**src/twmr_regs.svh**
```systemverilog
`ifndef TWMR_REGS_SVH
`define TWMR_REGS_SVH
`define TWMR_OFF_CONTROL 8'h00
`define TWMR_OFF_STATUS 8'h04
`define TWMR_OFF_DATA 8'h08
`define TWMR_OFF_IRQ_STATUS 8'h0C
`define TWMR_OFF_IRQ_MASK 8'h10
`define TWMR_BIT_INT 7
`define TWMR_BIT_EA 6
`define TWMR_BIT_STA 5
`define TWMR_BIT_STO 4
`define TWMR_BIT_WC 3
`define TWMR_BIT_EN 2
`define TWMR_BIT_IE 0
`define TWMR_CODE_START 8'h08
`define TWMR_CODE_RSTART 8'h10
`define TWMR_CODE_ARB 8'h38
`define TWMR_CODE_ADR_ACK 8'h40
`define TWMR_CODE_ADR_NACK 8'h48
`define TWMR_CODE_DAT_ACK 8'h50
`define TWMR_CODE_DAT_NACK 8'h58
`define TWMR_CODE_TX_ACK 8'h18
`define TWMR_CODE_IDLE 8'hF8
`define TWMR_CLK_HZ 25000000
`define TWMR_SCL_HZ 100000
`define TWMR_QTR_CYCLES ((`TWMR_CLK_HZ / `TWMR_SCL_HZ) / 4)
`endif

```
**src/twmr_pkg.sv**
```systemverilog
package twmr_pkg;
  typedef enum logic [3:0] {
    TWMR_IDLE = 4'b0000,
    TWMR_WAIT_FREE = 4'b0001,
    TWMR_START = 4'b0010,
    TWMR_HOLD = 4'b0011,
    TWMR_BIT = 4'b0100,
    TWMR_ACK = 4'b0101,
    TWMR_STOP = 4'b0110,
    TWMR_RESTART = 4'b0111
  } twmr_state_t;
  typedef enum logic [1:0] {
    TWMR_PH0 = 2'b00,
    TWMR_PH1 = 2'b01,
    TWMR_PH2 = 2'b10,
    TWMR_PH3 = 2'b11
  } twmr_phase_t;
endpackage : twmr_pkg

```
**src/twmr_top.sv**
```systemverilog
// The AXI4-Lite interface to the registers and the register offsets were decided locally.
`timescale 1ns/10ps
`include "twmr_regs.svh"
module twmr_top (
  input wire logic aclk,
  input wire logic aresetn,
  input wire logic [7:0] s_axi_awaddr,
  input wire logic s_axi_awvalid,
  output logic s_axi_awready,
  input wire logic [31:0] s_axi_wdata,
  input wire logic [3:0] s_axi_wstrb,
  input wire logic s_axi_wvalid,
  output logic s_axi_wready,
  output logic [1:0] s_axi_bresp,
  output logic s_axi_bvalid,
  input wire logic s_axi_bready,
  input wire logic [7:0] s_axi_araddr,
  input wire logic s_axi_arvalid,
  output logic s_axi_arready,
  output logic [31:0] s_axi_rdata,
  output logic [1:0] s_axi_rresp,
  output logic s_axi_rvalid,
  input wire logic s_axi_rready,
  input wire logic scl_i,
  output logic scl_o,
  output logic scl_oe,
  input wire logic sda_i,
  output logic sda_o,
  output logic sda_oe,
  output logic irq
);
  logic scl_s;
  logic sda_s;
  twmr_sync u_scl (.aclk(aclk), .aresetn(aresetn), .din(scl_i), .dout(scl_s));
  twmr_sync u_sda (.aclk(aclk), .aresetn(aresetn), .din(sda_i), .dout(sda_s));

  // Bus activity tracking from sampled lines
  logic scl_d, sda_d, busy, next_busy;
  always_comb begin
    next_busy = busy;
    if (scl_s && scl_d && sda_d && !sda_s) next_busy = 1'b1;
    if (scl_s && scl_d && !sda_d && sda_s) next_busy = 1'b0;
  end
  always_ff @(posedge aclk) begin
    if (!aresetn) begin
      scl_d <= 1'b1;
      sda_d <= 1'b1;
      busy <= 1'b0;
    end else begin
      scl_d <= scl_s;
      sda_d <= sda_s;
      busy <= next_busy;
    end
  end

  // Quarter bit tick divider
  logic [7:0] div, next_div;
  logic tick;
  always_comb begin
    tick = (div == 8'(`TWMR_QTR_CYCLES - 1));
    next_div = tick ? 8'h00 : div + 8'h01;
  end
  always_ff @(posedge aclk) begin
    if (!aresetn) div <= 8'h00;
    else div <= next_div;
  end

  // Register state
  logic int_f, ea, sta, sto, wc, en, ie;
  logic [7:0] status, data;
  logic [1:0] irq_st, irq_mask;
  logic aw_h, w_h;
  logic [7:0] aw_a;
  logic [31:0] w_d;
  logic [3:0] w_s;
  logic next_aw_h, next_w_h;
  logic [7:0] next_aw_a;
  logic [31:0] next_w_d;
  logic [3:0] next_w_s;
  logic next_bvalid, next_rvalid;
  logic [31:0] next_rdata;
  logic [1:0] next_bresp, next_rresp;
  logic wr_go;
  // Protocol engine state
  twmr_pkg::twmr_state_t fsm, next_fsm;
  twmr_pkg::twmr_phase_t ph, next_ph;
  logic [3:0] bitn, next_bitn;
  logic [7:0] sh, next_sh;
  logic rx, next_rx, rx_ack, next_rx_ack, then_start, next_then_start;
  logic next_scl_o, next_sda_o;
  logic hw_int, hw_sto_clr, hw_wc;
  logic [7:0] hw_status;

  function automatic logic [31:0] twmr_rd(input logic [7:0] a, input logic [31:0] ctl,
                                          input logic [7:0] s, input logic [7:0] d,
                                          input logic [1:0] is, input logic [1:0] im);
    case (a)
      `TWMR_OFF_CONTROL: twmr_rd = ctl;
      `TWMR_OFF_STATUS: twmr_rd = {24'h000000, s};
      `TWMR_OFF_DATA: twmr_rd = {24'h000000, d};
      `TWMR_OFF_IRQ_STATUS: twmr_rd = {30'h00000000, is};
      `TWMR_OFF_IRQ_MASK: twmr_rd = {30'h00000000, im};
      default: twmr_rd = 32'h00000000;
    endcase
  endfunction : twmr_rd

  function automatic logic twmr_mapped(input logic [7:0] a);
    twmr_mapped = (a == `TWMR_OFF_CONTROL) || (a == `TWMR_OFF_STATUS) ||
                  (a == `TWMR_OFF_DATA) || (a == `TWMR_OFF_IRQ_STATUS) ||
                  (a == `TWMR_OFF_IRQ_MASK);
  endfunction : twmr_mapped

  logic next_int, next_ea, next_sta, next_sto, next_wc, next_en, next_ie;
  logic [7:0] next_status, next_data;
  logic [1:0] next_irq_st, next_irq_mask;
  logic next_irq;
  logic [31:0] ctl_word;
  assign ctl_word = {24'h000000, int_f, ea, sta, sto, wc, en, 1'b0, ie};

  // AXI slave and register file
  always_comb begin
    next_aw_h = aw_h;
    next_w_h = w_h;
    next_aw_a = aw_a;
    next_w_d = w_d;
    next_w_s = w_s;
    next_bvalid = s_axi_bvalid;
    next_bresp = s_axi_bresp;
    next_rvalid = s_axi_rvalid;
    next_rdata = s_axi_rdata;
    next_rresp = s_axi_rresp;
    next_int = int_f;
    next_ea = ea;
    next_sta = sta;
    next_sto = sto;
    next_wc = wc;
    next_en = en;
    next_ie = ie;
    next_status = hw_status;
    next_data = data;
    next_irq_st = irq_st;
    next_irq_mask = irq_mask;
    if (s_axi_awvalid && s_axi_awready) begin
      next_aw_h = 1'b1;
      next_aw_a = s_axi_awaddr;
    end
    if (s_axi_wvalid && s_axi_wready) begin
      next_w_h = 1'b1;
      next_w_d = s_axi_wdata;
      next_w_s = s_axi_wstrb;
    end
    wr_go = aw_h && w_h && !s_axi_bvalid;
    if (s_axi_bvalid && s_axi_bready) next_bvalid = 1'b0;
    if (s_axi_rvalid && s_axi_rready) next_rvalid = 1'b0;
    if (wr_go) begin
      next_aw_h = 1'b0;
      next_w_h = 1'b0;
      next_bvalid = 1'b1;
      next_bresp = twmr_mapped(aw_a) ? 2'b00 : 2'b10;
      if (w_s[0]) begin
        case (aw_a)
          `TWMR_OFF_CONTROL: begin
            if (w_d[`TWMR_BIT_INT]) next_int = 1'b0;
            next_ea = w_d[`TWMR_BIT_EA];
            next_sta = w_d[`TWMR_BIT_STA];
            next_sto = w_d[`TWMR_BIT_STO];
            next_en = w_d[`TWMR_BIT_EN];
            next_ie = w_d[`TWMR_BIT_IE];
          end
          `TWMR_OFF_DATA: begin
            if (int_f) next_data = w_d[7:0];
            else next_wc = 1'b1;
          end
          `TWMR_OFF_IRQ_STATUS: next_irq_st = irq_st & ~w_d[1:0];
          `TWMR_OFF_IRQ_MASK: next_irq_mask = w_d[1:0];
          default: next_irq_mask = irq_mask;
        endcase
      end
    end
    if (s_axi_arvalid && s_axi_arready) begin
      next_rvalid = 1'b1;
      next_rdata = twmr_rd(s_axi_araddr, ctl_word, status, data, irq_st, irq_mask);
      next_rresp = twmr_mapped(s_axi_araddr) ? 2'b00 : 2'b10;
    end
    // Hardware sets win over software clears, but a cleared EN wins over both for INT, STA and STO
    if (hw_int) begin
      next_int = 1'b1;
      next_irq_st[0] = 1'b1;
      if (rx) next_data = sh;
    end
    if (hw_wc) next_irq_st[1] = 1'b1;
    if (hw_sto_clr) next_sto = 1'b0;
    if (!next_en) begin
      next_int = 1'b0;
      next_sta = 1'b0;
      next_sto = 1'b0;
    end
    next_irq = |(next_irq_st & next_irq_mask) || (next_int && next_ie);
  end

  // Transfer engine
  always_comb begin
    next_fsm = fsm;
    next_ph = ph;
    next_bitn = bitn;
    next_sh = sh;
    next_rx = rx;
    next_rx_ack = rx_ack;
    next_then_start = then_start;
    next_scl_o = scl_o;
    next_sda_o = sda_o;
    hw_int = 1'b0;
    hw_sto_clr = 1'b0;
    hw_wc = 1'b0;
    hw_status = status;
    if (!en) begin
      next_fsm = twmr_pkg::TWMR_IDLE;
      next_scl_o = 1'b1;
      next_sda_o = 1'b1;
      hw_status = `TWMR_CODE_IDLE;
    end else if (tick) begin
      next_ph = twmr_pkg::twmr_phase_t'(ph + 2'b01);
      case (fsm)
        twmr_pkg::TWMR_IDLE: begin
          next_ph = twmr_pkg::TWMR_PH0;
          if (sta && !int_f) next_fsm = twmr_pkg::TWMR_WAIT_FREE;
        end
        twmr_pkg::TWMR_WAIT_FREE: begin
          next_ph = twmr_pkg::TWMR_PH0;
          if (!busy) next_fsm = twmr_pkg::TWMR_START;
        end
        twmr_pkg::TWMR_START, twmr_pkg::TWMR_RESTART: begin
          if (ph == twmr_pkg::TWMR_PH0) begin
            next_sda_o = 1'b1;
            next_scl_o = 1'b1;
          end else if (ph == twmr_pkg::TWMR_PH2) next_sda_o = 1'b0;
          else if (ph == twmr_pkg::TWMR_PH3) begin
            next_scl_o = 1'b0;
            hw_int = 1'b1;
            hw_status = (fsm == twmr_pkg::TWMR_START) ? `TWMR_CODE_START : `TWMR_CODE_RSTART;
            next_rx = 1'b0;
            next_fsm = twmr_pkg::TWMR_HOLD;
          end
        end
        twmr_pkg::TWMR_HOLD: begin
          next_ph = twmr_pkg::TWMR_PH0;
          if (!int_f) begin
            if (status == `TWMR_CODE_START || status == `TWMR_CODE_RSTART) begin
              next_sh = data;
              next_rx = 1'b0;
              next_bitn = 4'h0;
              next_fsm = twmr_pkg::TWMR_BIT;
            end else if (status == `TWMR_CODE_ARB) begin
              next_scl_o = 1'b1;
              next_sda_o = 1'b1;
              next_fsm = sta ? twmr_pkg::TWMR_WAIT_FREE : twmr_pkg::TWMR_IDLE;
            end else if ((status == `TWMR_CODE_ADR_ACK) || (status == `TWMR_CODE_DAT_ACK)) begin
              next_rx = 1'b1;
              next_sh = 8'h00;
              next_bitn = 4'h0;
              next_fsm = twmr_pkg::TWMR_BIT;
            end else if (sto) begin
              next_then_start = sta;
              next_fsm = twmr_pkg::TWMR_STOP;
            end else if (sta) next_fsm = twmr_pkg::TWMR_RESTART;
          end
        end
        twmr_pkg::TWMR_BIT: begin
          if (ph == twmr_pkg::TWMR_PH0) next_sda_o = rx ? 1'b1 : sh[7];
          else if (ph == twmr_pkg::TWMR_PH1) next_scl_o = 1'b1;
          else if (ph == twmr_pkg::TWMR_PH2) begin
            if (!scl_s) next_ph = ph; // slave stretching
            else if (!rx && sh[7] && !sda_s) begin
              next_fsm = twmr_pkg::TWMR_HOLD;
              next_scl_o = 1'b0;
              next_sda_o = 1'b1;
              hw_int = 1'b1;
              hw_status = `TWMR_CODE_ARB;
            end else next_sh = {sh[6:0], sda_s};
          end else begin
            next_scl_o = 1'b0;
            next_bitn = bitn + 4'h1;
            if (bitn == 4'h7) next_fsm = twmr_pkg::TWMR_ACK;
          end
        end
        twmr_pkg::TWMR_ACK: begin
          if (ph == twmr_pkg::TWMR_PH0) next_sda_o = rx ? !ea : 1'b1;
          else if (ph == twmr_pkg::TWMR_PH1) next_scl_o = 1'b1;
          else if (ph == twmr_pkg::TWMR_PH2) begin
            if (!scl_s) next_ph = ph;
            else next_rx_ack = !sda_s;
          end else begin
            next_scl_o = 1'b0;
            next_fsm = twmr_pkg::TWMR_HOLD;
            hw_int = 1'b1;
            if (rx) hw_status = sda_o ? `TWMR_CODE_DAT_NACK : `TWMR_CODE_DAT_ACK;
            else if (!data[0]) hw_status = rx_ack ? `TWMR_CODE_TX_ACK : `TWMR_CODE_DAT_NACK;
            else hw_status = rx_ack ? `TWMR_CODE_ADR_ACK : `TWMR_CODE_ADR_NACK;
            if (rx) begin
              next_sda_o = 1'b1;
            end
          end
        end
        twmr_pkg::TWMR_STOP: begin
          if (ph == twmr_pkg::TWMR_PH0) next_sda_o = 1'b0;
          else if (ph == twmr_pkg::TWMR_PH1) next_scl_o = 1'b1;
          else if (ph == twmr_pkg::TWMR_PH2) next_sda_o = 1'b1;
          else begin
            hw_sto_clr = 1'b1;
            next_fsm = then_start ? twmr_pkg::TWMR_WAIT_FREE : twmr_pkg::TWMR_IDLE;
          end
        end
        default: next_fsm = twmr_pkg::TWMR_IDLE;
      endcase
    end
    if (wr_go && aw_a == `TWMR_OFF_DATA && w_s[0] && !int_f) hw_wc = 1'b1;
  end

  always_ff @(posedge aclk) begin
    if (!aresetn) begin
      aw_h <= 1'b0;
      w_h <= 1'b0;
      aw_a <= 8'h00;
      w_d <= 32'h00000000;
      w_s <= 4'h0;
      s_axi_bvalid <= 1'b0;
      s_axi_bresp <= 2'b00;
      s_axi_rvalid <= 1'b0;
      s_axi_rdata <= 32'h00000000;
      s_axi_rresp <= 2'b00;
      int_f <= 1'b0;
      ea <= 1'b0;
      sta <= 1'b0;
      sto <= 1'b0;
      wc <= 1'b0;
      en <= 1'b0;
      ie <= 1'b0;
      status <= `TWMR_CODE_IDLE;
      data <= 8'hFF;
      irq_st <= 2'b00;
      irq_mask <= 2'b00;
      irq <= 1'b0;
      fsm <= twmr_pkg::TWMR_IDLE;
      ph <= twmr_pkg::TWMR_PH0;
      bitn <= 4'h0;
      sh <= 8'h00;
      rx <= 1'b0;
      rx_ack <= 1'b0;
      then_start <= 1'b0;
      scl_o <= 1'b1;
      sda_o <= 1'b1;
    end else begin
      aw_h <= next_aw_h;
      w_h <= next_w_h;
      aw_a <= next_aw_a;
      w_d <= next_w_d;
      w_s <= next_w_s;
      s_axi_bvalid <= next_bvalid;
      s_axi_bresp <= next_bresp;
      s_axi_rvalid <= next_rvalid;
      s_axi_rdata <= next_rdata;
      s_axi_rresp <= next_rresp;
      int_f <= next_int;
      ea <= next_ea;
      sta <= next_sta;
      sto <= next_sto;
      wc <= next_wc;
      en <= next_en;
      ie <= next_ie;
      status <= next_status;
      data <= next_data;
      irq_st <= next_irq_st;
      irq_mask <= next_irq_mask;
      irq <= next_irq;
      fsm <= next_fsm;
      ph <= next_ph;
      bitn <= next_bitn;
      sh <= next_sh;
      rx <= next_rx;
      rx_ack <= next_rx_ack;
      then_start <= next_then_start;
      scl_o <= next_scl_o;
      sda_o <= next_sda_o;
    end
  end

  // Ready flags and open-drain enables from flops
  logic awr_q, wr_q, arr_q, scl_oe_q, sda_oe_q;
  assign s_axi_awready = awr_q;
  assign s_axi_wready = wr_q;
  assign s_axi_arready = arr_q;
  assign scl_oe = scl_oe_q;
  assign sda_oe = sda_oe_q;
  always_ff @(posedge aclk) begin
    if (!aresetn) begin
      awr_q <= 1'b0;
      wr_q <= 1'b0;
      arr_q <= 1'b0;
      scl_oe_q <= 1'b0;
      sda_oe_q <= 1'b0;
    end else begin
      // New write held off until the pending response is taken
      awr_q <= !next_aw_h && !next_bvalid && !(s_axi_awvalid && awr_q);
      wr_q <= !next_w_h && !next_bvalid && !(s_axi_wvalid && wr_q);
      arr_q <= !next_rvalid && !(s_axi_arvalid && arr_q);
      scl_oe_q <= !next_scl_o;
      sda_oe_q <= !next_sda_o;
    end
  end
endmodule : twmr_top

```
**src/twmr_sync.sv**
```systemverilog
`timescale 1ns/10ps
module twmr_sync (
  input wire logic aclk,
  input wire logic aresetn,
  input wire logic din,
  output logic dout
);
  logic meta;
  logic next_meta;
  logic next_dout;
  always_comb begin
    next_meta = din;
    next_dout = meta;
  end
  always_ff @(posedge aclk) begin
    if (!aresetn) begin
      meta <= 1'b1;
      dout <= 1'b1;
    end else begin
      meta <= next_meta;
      dout <= next_dout;
    end
  end
endmodule : twmr_sync

```
**config.mk**
```make
export PLATFORM = sky130hd
export DESIGN_NAME = twmr_top
export DESIGN_NICKNAME = d
export VERILOG_FILES = /design/src/twmr_pkg.sv /design/src/twmr_top.sv /design/src/twmr_sync.sv
export VERILOG_INCLUDE_DIRS = /design/src /design/src/src
export SDC_FILE = /design/constraint.sdc
export NUM_CORES = 1
export LEC_CHECK = 0
export CAP_MARGIN = 20
export CORE_MARGIN = 10
export CORE_UTILIZATION = 33
export DETAILED_ROUTE_END_ITERATION = 10
export DONT_BUFFER_PORTS = 1
export GPL_ROUTABILITY_DRIVEN = 0
export PLACE_DENSITY = 0.54
export SYNTH_ARGS = -nofsm -noshare
export SYNTH_HDL_FRONTEND = slang
export SYNTH_HIERARCHICAL = 1
export SYNTH_SLANG_ARGS = --single-unit
```
**constraint.sdc**
```tcl
create_clock -name aclk -period 3.1 [get_ports aclk]
set_input_delay 0.62 -clock aclk [delete_from_list [all_inputs] [get_ports aclk]]
set_output_delay 0.62 -clock aclk [all_outputs]
set_load 0.02 [all_outputs]
```
==> impl_results.md <==
- Yosys cell types: 73
- Fill count: 1536
- Max-slew violations: 0
- Die X: 144 um
- Core ar.: 0.0151 mm2
- Antenna cells: 0
- CP max stage delay: 0.45 ns
- Number of global-route vias before repair: 3886
- Cell taking the most area after synthesis: dfxtp_1
- Req. time, crit path: 3.33 ns
- Sink Count: 98
- H-tree levels: 3
- Most frequent cells in the layout: 98 x dfxtp_1, 81 x nand2_1, 63 x nor2_1, 38 x a21oi_1, 30 x mux2i_1
- Synth top area cells: dfxtp_1 39%, nand2_1 6.0%, mux2i_1 6.0%
- Routed vias: 4114
- Worst Skew: 0.0106 ns
- Power density over the cells: 480 mW/mm2
- Synth top area share: 38.9%
- Synth-to-Final Area Change: 6.90%
- Largest net degree at the start of global routing: 57
- Clk_lat worst skew: 0.36 ns
- Critical path launch point type: flop
- IO Count: 107
- Final Instance Count excl. Fillers: 786
- Mapped Area: 0.00504 mm2
- Worst path buffer plus inverter count: 1
- HP Class: in -> reg
- Critical path class: reg -> reg
- Post-CTS Repair Setup Buffers: 0
- Crit path DAT: 2.86 ns
- DR vias/cell: 5.23
- Primary FF master, synth: dfxtp_1
- DP Cell Count: 770
- Crit path max-delay family: simple AND/OR/NAND/NOR gates
- Final hold vios: 0
- Cell Rows: 45
- Detailed Route WL: 12900 um
- Total Routing Usage GR: 12.4%
- Crit Path Max Fanout: 13
- CTS root buffer: clkbuf_16
- Post-route cell area: 0.00539 mm2
- First-pass GRT wire length: 20500 um
- Sequential share of the synthesized area: 38.9%
- Die area: 0.0206 mm2
- Maximum root-to-sink buffer count: 2
- Leak Pwr: 2.04 nW
- Initial Util: 33.4%
- Dpl hpwl: 9570 um
- Max IR drop VDD: 0.000234 V
- Placed Area: 0.00508 mm2
- Mapped Avg Cell Area: 8.29 um2
- Port bufs: 0
- TritonCTS clock tree: built
- Drt pass-1 iters: 5
- # hold bufs at CTS: 0
- Total CTS buffers: 9
- Layout cells sized above 1: 6.02%
- # Max-Cap Violations: 0
- Crit-path cells: inv_1 -> ha_1 -> nor2_1 -> o21ai_0 -> a221oi_2 -> and3_1 -> nor3b_1 -> o21ai_1
- Clk pin slew, worst setup/hold paths: 0.07 ns
- WL/cell: 16.5 um
- Antenna viol nets, final: 0
- F_max: 0.380 GHz
- Worst-Margin Slew: 0.666 ns
- RSZ-0062 raised after global routing: no
- Total negative setup slack: 0 ns
- Crit. End Element: flop
- Nets: 662
- Commonest non-fill, non-tap cell in the layout: dfxtp_1
- Slowest CP cell: dfxtp_1
- Seq cells post-synth: 98
- Final Util: 35.7%
- Fin crit share: 85.0%
- DR iter-0 viols: 244
- Status: finished, final reports clean
- Number of enable-type register cells in the synthesized netlist: 0
- Min cycle time layout: 2.63 ns
- Initial antenna violation count: 0
- Die Ht: 144 um
- Number of remaining DRC errors: 0
- Final setup viols: 0
- Post-Synthesis Cells: 608
- Synth async-reset ratio: 0%
- Grt total ovfl: 0
- Yosys warns: 6
- PostCTS Resize Cnt: 0
- Slew HR: 55.6%
## kinds of logic after synthesis
family | after synthesis | share of synthesized area (%)
simple gates | 250 | 25.1
compound gates | 140 | 18.6
flops | 98 | 38.9
buf+inv | 71 | 7.50
mux | 31 | 6.18
fa+ha+maj | 9 | 2.18
xor+xnor | 8 | 1.39
other cells | 1 | 0.0744
## where the power goes
group          leakage, nW  switching (W)  internal [W]
combinational         1.10      0.0000753     0.0000352
sequential           0.795      0.0000330       0.00128
clock                0.145       0.000522      0.000634
total                 2.04       0.000630       0.00195
## metrics by stage
step                      hold slack [ns]  setup slack (ns)  power, W
after floorplan                     0.386             0.996   0.00147
after global placement              0.388             0.535   0.00145
after detailed placement            0.400             0.536   0.00146
after CTS                           0.335             0.513   0.00260
after global routing                0.345             0.245   0.00267
final                               0.342             0.466   0.00258
## worst register-to-register path: stages, from the launching register on
cell	delay, ns
dfxtp_1	0.45
inv_1	0.15
ha_1	0.40
nor2_1	0.27
o21ai_0	0.16
a221oi_2	0.35
and3_1	0.38
nor3b_1	0.27
o21ai_1	0.09
## Yosys cell counts (4+ instances only)
library cell,number
nand3_1,18
buf_4,27
o21ai_0,29
nand4_1,5
a21boi_0,16
nand2b_1,16
a211oi_1,4
nand2_1,81
buf_2,8
mux2i_1,30
xor2_1,6
and2_1,8
nand3b_1,8
ha_1,8
nor2_1,63
dfxtp_1,98
nor3_1,5
clkbuf_1,17
nor2b_1,12
a21oi_1,38
nor3b_1,5
a31oi_1,6
buf_1,4
a22o_1,13
inv_1,15
## metal layers
layer	wire (um)	part of all wire [%]	up-vias	global-route usage, %
li1	-	-	2059	-
met1	6050	47	1929	16.7
met2	5720	44	114	18.8
met3	1000	7.7	12	2.90
met4	171	1.3	0	5.00
met5	0	0	-	0
## state kept, by name (all words and copies together) (netlist names), 2 cells and up
signal / cells
aw_a: 8
data: 8
div: 8
s_axi_rdata: 8
sh: 8
w_d: 8
status: 5
bitn: 4
fsm: 3
irq_mask: 2
irq_st: 2
ph: 2
## layout make-up
type                       count  area (um2)  share of cell area, %
clock buffer                   9         225                   4.18
inverter                      15        56.3                   1.05
tap                          188         235                   4.37
clock inverter                 7        77.6                   1.44
multi-input combinational    464        2790                   51.9
timing repair buffer           5        37.5                  0.697
sequential                    98        1960                   36.4
## worst paths after layout
check | start | end | slack, ns | cells past startpoint
worst min register to register | u_sda/meta | u_sda/dout | 0.41 | 1
worst max-delay path | ph[0] | status[3] | 0.47 | 8
worst min-delay path | aresetn | u_scl/meta | 0.34 | 1
worst max register to register | ph[0] | status[3] | 0.47 | 8
(Power assumes the default switching activity.)
